`src/pkg/rcf_pkg.sv`:
```
// Constants and types for the reset cause flag block.
`default_nettype none
package rcf_pkg;
  localparam logic [7:0]  RCF_OFF_CAUSE    = 8'h00;
  localparam logic [7:0]  RCF_OFF_EVT      = 8'h04;
  localparam logic [7:0]  RCF_OFF_MASK     = 8'h08;
  localparam int unsigned RCF_POS_STK_OVF  = 7;
  localparam int unsigned RCF_POS_STK_UNF  = 6;
  localparam int unsigned RCF_POS_UNUSED   = 5;
  localparam int unsigned RCF_POS_WDT      = 4;
  localparam int unsigned RCF_POS_PIN      = 3;
  localparam int unsigned RCF_POS_INSTR    = 2;
  localparam int unsigned RCF_POS_PWR_ON   = 1;
  localparam int unsigned RCF_POS_BROWNOUT = 0;
  localparam logic [7:0]  RCF_CAUSE_RST    = 8'h1C;
  localparam logic [7:0]  RCF_CAUSE_IMPL   = 8'hDF;
  localparam logic [7:0]  RCF_ACTIVE_HIGH  = 8'hC0;
  localparam logic [7:0]  RCF_ACTIVE_LOW   = 8'h1F;
  localparam logic [7:0]  RCF_EVT_RST      = 8'h00;
  localparam logic [7:0]  RCF_MASK_RST     = 8'h00;
  localparam logic [1:0]  RCF_PIN_SYNC_RST = 2'h3;
  localparam logic [2:0]  RCF_HSIZE_WORD   = 3'h2;
  localparam logic [31:0] RCF_RDATA_RST    = 32'h0000_0000;

  typedef struct packed {
    logic stack_overflow;
    logic stack_underflow;
    logic watchdog;
    logic reset_instr;
    logic power_on;
    logic brownout;
  } rcf_cause_evt_t;

  typedef enum logic [1:0] {
    RCF_BUS_IDLE  = 2'b01,
    RCF_BUS_WPEND = 2'b10
  } rcf_bus_state_t;
endpackage : rcf_pkg
`default_nettype wire

```
`src/rtl/rcf_reset_cause_flags.sv`:
```
// Reset cause flag register with interrupt reporting on an AHB-Lite slave.
//
// Behaviour
// - A stack underflow event sets bit 6; it reads zero otherwise or once cleared.
// - Bit 5 and unmapped locations read zero and ignore writes.
// - A pin reset clears bit 3; it reads one otherwise or after software sets it.
// - A reset instruction clears bit 2; it reads one otherwise or after a write.
// - Power-on clears bit 1; software sets it afterwards to tell resets apart.
// - Each event updates only its own flag, except power-on, which also clears bit 0; all others keep their value.
// - Hardware never returns a flag to inactive; software restores it.
// - Writing a flag active only stores the bit and starts no reset.
`timescale 1ns/1ps
`default_nettype none
module rcf_reset_cause_flags (
  input  wire logic                    hclk,
  input  wire logic                    hresetn,
  input  wire logic                    ce,
  input  wire logic                    hsel,
  input  wire logic [31:0]             haddr,
  input  wire logic [1:0]              htrans,
  input  wire logic                    hwrite,
  input  wire logic [2:0]              hsize,
  input  wire logic [31:0]             hwdata,
  input  wire logic                    hready,
  output logic      [31:0]             hrdata,
  output logic                         hreadyout,
  output logic                         hresp,
  input  wire rcf_pkg::rcf_cause_evt_t cause_evt,
  input  wire logic                    external_reset_pin_n,
  output logic      [7:0]              cause_flags,
  output logic                         irq
);
  import rcf_pkg::*;

  // One-hot register select: cause, event status, mask.
  function automatic logic [2:0] rcf_decode(input logic [31:0] addr);
    logic [2:0] sel;
    sel = 3'h0;
    if (addr[31:8] == 24'h00_0000) begin
      sel[0] = (addr[7:0] == RCF_OFF_CAUSE);
      sel[1] = (addr[7:0] == RCF_OFF_EVT);
      sel[2] = (addr[7:0] == RCF_OFF_MASK);
    end
    return sel;
  endfunction : rcf_decode

  // Maps cause inputs onto the flag layout; power-on also counts as brown-out.
  function automatic logic [7:0] rcf_evt_vec(input rcf_cause_evt_t e,
                                             input logic           pin);
    logic [7:0] v;
    v = 8'h00;
    v[RCF_POS_STK_OVF]  = e.stack_overflow;
    v[RCF_POS_STK_UNF]  = e.stack_underflow;
    v[RCF_POS_WDT]      = e.watchdog;
    v[RCF_POS_PIN]      = pin;
    v[RCF_POS_INSTR]    = e.reset_instr;
    v[RCF_POS_PWR_ON]   = e.power_on;
    v[RCF_POS_BROWNOUT] = e.brownout | e.power_on;
    return v;
  endfunction : rcf_evt_vec

  rcf_bus_state_t state_q;
  logic [2:0]     wsel_q;
  logic [31:0]    hrdata_q;
  logic           hreadyout_q;
  logic           hresp_q;
  logic [7:0]     cause_q;
  logic [7:0]     cause_d;
  logic [7:0]     evt_q;
  logic [7:0]     evt_d;
  logic [7:0]     mask_q;
  logic           irq_q;
  logic [1:0]     pin_sync_q;
  logic           pin_prev_q;
  logic           pin_evt;
  logic [7:0]     hw_evt;
  logic           acc;
  logic [2:0]     asel;
  logic           wr_cause;
  logic           wr_evt;
  logic           wr_mask;

  assign hrdata      = hrdata_q;
  assign hreadyout   = hreadyout_q;
  assign hresp       = hresp_q;
  assign cause_flags = cause_q;
  assign irq         = irq_q;

  assign acc  = ce && hsel && hready && htrans[1];
  assign asel = rcf_decode(haddr);

  // Writes take one wait state so the data phase lands before any later read.
  assign wr_cause = ce && (state_q == RCF_BUS_WPEND) && wsel_q[0];
  assign wr_evt   = ce && (state_q == RCF_BUS_WPEND) && wsel_q[1];
  assign wr_mask  = ce && (state_q == RCF_BUS_WPEND) && wsel_q[2];

  // The pin is asynchronous; its falling edge is seen only after two stages.
  always_ff @(posedge hclk or negedge hresetn) begin
    if (!hresetn) begin
      pin_sync_q <= RCF_PIN_SYNC_RST;
      pin_prev_q <= 1'b1;
    end else if (ce) begin
      pin_sync_q <= {pin_sync_q[0], external_reset_pin_n};
      pin_prev_q <= pin_sync_q[1];
    end
  end

  assign pin_evt = pin_prev_q && !pin_sync_q[1];
  assign hw_evt  = ce ? rcf_evt_vec(cause_evt, pin_evt) : 8'h00;

  always_ff @(posedge hclk or negedge hresetn) begin
    if (!hresetn) begin
      state_q     <= RCF_BUS_IDLE;
      wsel_q      <= 3'h0;
      hreadyout_q <= 1'b1;
      hresp_q     <= 1'b0;
    end else if (ce) begin
      hresp_q <= 1'b0;
      case (state_q)
        RCF_BUS_IDLE: begin
          if (acc && hwrite) begin
            state_q     <= RCF_BUS_WPEND;
            hreadyout_q <= 1'b0;
            // Sub-word writes are completed but store nothing.
            wsel_q      <= (hsize == RCF_HSIZE_WORD) ? asel : 3'h0;
          end
        end
        RCF_BUS_WPEND: begin
          state_q     <= RCF_BUS_IDLE;
          hreadyout_q <= 1'b1;
          wsel_q      <= 3'h0;
        end
        default: begin
          state_q     <= RCF_BUS_IDLE;
          hreadyout_q <= 1'b1;
          wsel_q      <= 3'h0;
        end
      endcase
    end
  end

  always_ff @(posedge hclk or negedge hresetn) begin
    if (!hresetn) begin
      hrdata_q <= RCF_RDATA_RST;
    end else if (ce && acc && !hwrite) begin
      hrdata_q <= 32'h0000_0000;
      if (asel[0]) begin
        hrdata_q[7:0] <= cause_q & RCF_CAUSE_IMPL;
      end else if (asel[1]) begin
        hrdata_q[7:0] <= evt_q;
      end else if (asel[2]) begin
        hrdata_q[7:0] <= mask_q;
      end
    end
  end

  // A hardware event overrides a software write to the same flag.
  always_comb begin
    cause_d = cause_q;
    for (int i = 0; i < 8; i++) begin
      if (hw_evt[i]) begin
        cause_d[i] = RCF_ACTIVE_HIGH[i];
      end else if (wr_cause) begin
        cause_d[i] = hwdata[i];
      end
    end
    cause_d = cause_d & RCF_CAUSE_IMPL;
  end

  // This register stands for the power-on state, so nothing but hresetn reloads it.
  always_ff @(posedge hclk or negedge hresetn) begin
    if (!hresetn) begin
      cause_q <= RCF_CAUSE_RST;
    end else if (ce) begin
      cause_q <= cause_d;
    end
  end

  always_comb begin
    evt_d = evt_q;
    if (wr_evt) begin
      evt_d = evt_q & ~hwdata[7:0];
    end
    evt_d = (evt_d | hw_evt) & RCF_CAUSE_IMPL;
  end

  always_ff @(posedge hclk or negedge hresetn) begin
    if (!hresetn) begin
      evt_q <= RCF_EVT_RST;
    end else if (ce) begin
      evt_q <= evt_d;
    end
  end

  always_ff @(posedge hclk or negedge hresetn) begin
    if (!hresetn) begin
      mask_q <= RCF_MASK_RST;
    end else if (wr_mask) begin
      mask_q <= hwdata[7:0] & RCF_CAUSE_IMPL;
    end
  end

  // The interrupt follows status and mask one cycle late to stay a flop output.
  always_ff @(posedge hclk or negedge hresetn) begin
    if (!hresetn) begin
      irq_q <= 1'b0;
    end else if (ce) begin
      irq_q <= |(evt_q & mask_q);
    end
  end
endmodule : rcf_reset_cause_flags
`default_nettype wire

```
`config.mk`:
```
export PLATFORM = sky130hd
export DESIGN_NAME = rcf_reset_cause_flags
export DESIGN_NICKNAME = d
export VERILOG_FILES = /design/src/pkg/rcf_pkg.sv /design/src/rtl/rcf_reset_cause_flags.sv
export SDC_FILE = /design/constraint.sdc
export NUM_CORES = 1
export LEC_CHECK = 0
export BUFFER_PORTS_ARGS = -buffer_cell sky130_fd_sc_hd__buf_2
export CAP_MARGIN = 20
export CORE_ASPECT_RATIO = 1.25
export CORE_UTILIZATION = 46
export CTS_CLUSTER_DIAMETER = 50
export DETAILED_ROUTE_END_ITERATION = 10
export GPL_ROUTABILITY_DRIVEN = 0
export PLACE_DENSITY_LB_ADDON = 0.08
export SYNTH_ARGS = -nofsm -noshare
export SYNTH_HDL_FRONTEND = slang
export SYNTH_SLANG_ARGS = --single-unit
```
`constraint.sdc`:
```
create_clock -name hclk -period 4.9 [get_ports hclk]
set_clock_uncertainty 0.15 [all_clocks]
set_input_delay 0.245 -clock hclk [delete_from_list [all_inputs] [get_ports hclk]]
set_output_delay 0.245 -clock hclk [all_outputs]
set_load 0.01 [all_outputs]
```
==> metrics.txt <==
status=completed; Crit Path Class=reg2reg; Ys Warns=0; CP bufs+invs=0; critical path's slowest cell=dfstp_2; Worst-Margin Slew=0.8376 ns; Hold Path End=cause_flags[6]; Area Overhead vs Synth=20.72%; num rows=26; post_cts resized=0; initial core utilization=0.4817; Sum Neg Setup Slack=0 ns; Antenna diodes=0; H-tree levels=2; vias in the first global route=1453; clock share of power=0.362; dpl hpwl=3.313 mm; vias post-DR=1672; Placed Area=2253 µm²; initial antenna violation count=0; slack of the critical path=3.115 ns; CP Capture Type=flip-flop; r2r setup slk=3.11 ns; internal power=0.0004561 W; clock root buffer master=clkbuf_8; pre-CTS setup slack=2.918 ns; Distinct cells, synth=32; Startpoint Class=flip-flop; P_sw=0.0001476 W; PD cells=253.3 nW/µm²; Hold Path Class=in2reg; Final setup viols=0; Final Cycle Share=0.3644; hold_buf cts=4; fraction of layout cells with a size suffix above 1=0.3480; #FFs+latches synth=37; # IOs=125; worst r2r path cells=3; final net count=354; clock slew at reported path FFs=0.07 ns; Skew-Pair Late Insertion Delay=0.29 ns; RR Endpoint=mask_q[3]; die area=4560 µm²; MaxCap Viol Count=0; Total Routing Usage GR=0.2059; sequential fraction of design power=0.524; WL/cell=13.63 µm; GRT overflow=0; combinational share of power=0.114; relative max-transition margin=0.4416; mapped cell area=1974 µm²; fillers=384; drt drc=0; drt total wl=4.483 mm; Via density=5.082; sequential share of the synthesized area=0.4734; Die Span Y=75.25 µm; Switching Fraction=0.2444; RSZ-0062 raised after global routing=false; first-pass GRT wire length=6.768 mm; Pre-antenna DRT Iters=4; Max Slew Vio Count=0; TritonCTS clock tree=yes; largest net degree at the start of global routing=38; fin area=2384 µm²; CP arrival=1.80 ns; max incr delay on CP=0.55 ns; cell taking the most area after synthesis=dfrtp_1; VDD IR max=0.1479 mV; CP top delay family=simple AND/OR/NAND/NOR gates; Worst R2R Start=state_q[0]; Layout Cells excl Fill=329; hold depth=3; Clock Tree Buf Depth=2; postcts setup bufs=0; Synth top area share=0.3802; port bufs=71; multi-input logic area=882.1 µm²; post-layout min period=1.785 ns; post-placement cell count=317; Final Hold Viols=0; Reg area=934.6 µm²; Worst Path Required=4.92 ns; Placeable Area=4099 µm²; CTS sink cnt=37; CTS Buf Count=5; drt first-iter violations=71; Gate Count Post-Synth=200; Max FO, Critical Path=7; hold_sp=cause_evt[4]; die width=60.60 µm; Detail Route Antenna Nets=0; main area contributors after synthesis=dfrtp_1 (38%), buf_4 (10%), dfstp_2 (9.3%), mux2_2 (5.7%), nand2_1 (5.5%); critical path, cell by cell=and3b_1 > nand2_1 > mux2_2; Avg Cell Area, Syn=9.872 µm²; static leakage=1.205 nW; achievable clock frequency=0.5601 GHz
## how the worst max path moves through the flow
| stage | to | startpoint | slack [ns] | cells after the start |
|---|---|---|---|---|
| 2_1_floorplan | mask_q[0] | state_q[0] | 3.21 | 4 |
| 3_3_place_gp | evt_q[2] | ce | 2.93 | 5 |
| 3_5_place_dp | evt_q[4] | ce | 2.92 | 5 |
| 4_1_cts | mask_q[3] | state_q[0] | 3.12 | 3 |
| 5_1_grt | cause_flags[1] | state_q[0] | 3.05 | 4 |
| 6_report | mask_q[3] | state_q[0] | 3.11 | 3 |
## layout make-up
type,instances,area share
Clock buffer,8,0.03780
Inverter,3,0.004724
Multi-Input combinational cell,150,0.3701
Tap cell,56,0.02940
Timing Repair Buffer,75,0.1659
Sequential cell,37,0.3921
## layout by cell type (no fill, tap or decap), drive strengths merged
cell type    netlist  final
buf               31     71
dfrtp             30     30
nand2             29     29
conb               1     27
a21oi             12     12
nor2              11     11
mux2              10     10
mux2i             10     10
o31ai              8      8
clkbuf             5      8
nor4               7      7
dfstp              7      7
nand3              6      6
a22o               5      5
o21ai              5      5
dlygate4sd3        0      4
inv                3      3
o41ai              3      3
nand2b             2      2
nor3b              2      2
a21o               2      2
a22oi              2      2
nand4              1      1
nor3               1      1
and3b              1      1
and2               1      1
or4                1      1
and4               1      1
nor2b              1      1
a222oi             1      1
a41oi              1      1
## through the flow
| step | total power, W | hold slack, ns | utilization |
|---|---|---|---|
| 5_1_grt | 0.0006269 | 0.04694 | 0.5815 |
| 3_5_place_dp | 0.0003886 | 0.2398 | 0.5498 |
| 3_3_place_gp | 0.0003873 | 0.2430 | 0.5498 |
| 4_1_cts | 0.0006091 | 0.01993 | 0.5815 |
| 6_report | 0.0006037 | 0.02514 | 0.5815 |
| 2_1_floorplan | 0.0003673 | -0.2006 | - |
## synth_stat cells, drive strengths merged
cell / n
clkbuf: 5
dfrtp: 30
a22oi: 2
and3b: 1
mux2i: 10
o41ai: 3
nor4: 7
a21o: 2
nand4: 1
and2: 1
a41oi: 1
nand3: 6
buf: 31
conb: 1
nor2: 11
mux2: 10
nand2: 29
and4: 1
o31ai: 8
inv: 3
a21oi: 12
nor3b: 2
o21ai: 5
a222oi: 1
a22o: 5
nor2b: 1
nand2b: 2
nor3: 1
or4: 1
dfstp: 7
## worst reg2reg max path: cells and delay by family (launching register included)
family / cells / cell delay [ns]
flops: 1 / 0.55
simple gates: 2 / 0.58
mux: 1 / 0.38
## flip-flops by register name, summed over array words and instances (netlist names)
name	flops
pin_sync_q	2
wsel_q	3
irq	1
cause_flags	7
state_q	2
hrdata	7
mask_q	7
evt_q	7
pin_prev_q	1
## routing by layer
metal	up-vias	track usage	wire length (µm)
li1	801	-	-
met1	785	0.2653	1880
met2	78	0.3480	2262
met3	8	0.04124	272
met4	0	0.06061	68
met5	-	0	0
## power groups by stage
stage	clock network [W]	logic [W]	registers (W)
floorplan	0	0.0000464	0.000321
global placement	0	0.0000661	0.000321
detailed placement	0	0.0000668	0.000322
CTS	0.000223	0.0000696	0.000316
global route	0.000233	0.0000772	0.000317
finish	0.000219	0.0000688	0.000316
## logic make-up after synthesis
family | synth area share
buffers and inverters | 0.1293
AO/OA/AOI/OAI | 0.1337
flip-flops | 0.4734
multiplexers | 0.1077
other | 0.001899
AND/OR/NAND/NOR | 0.1540
Power figures use the tool's default switching activity.
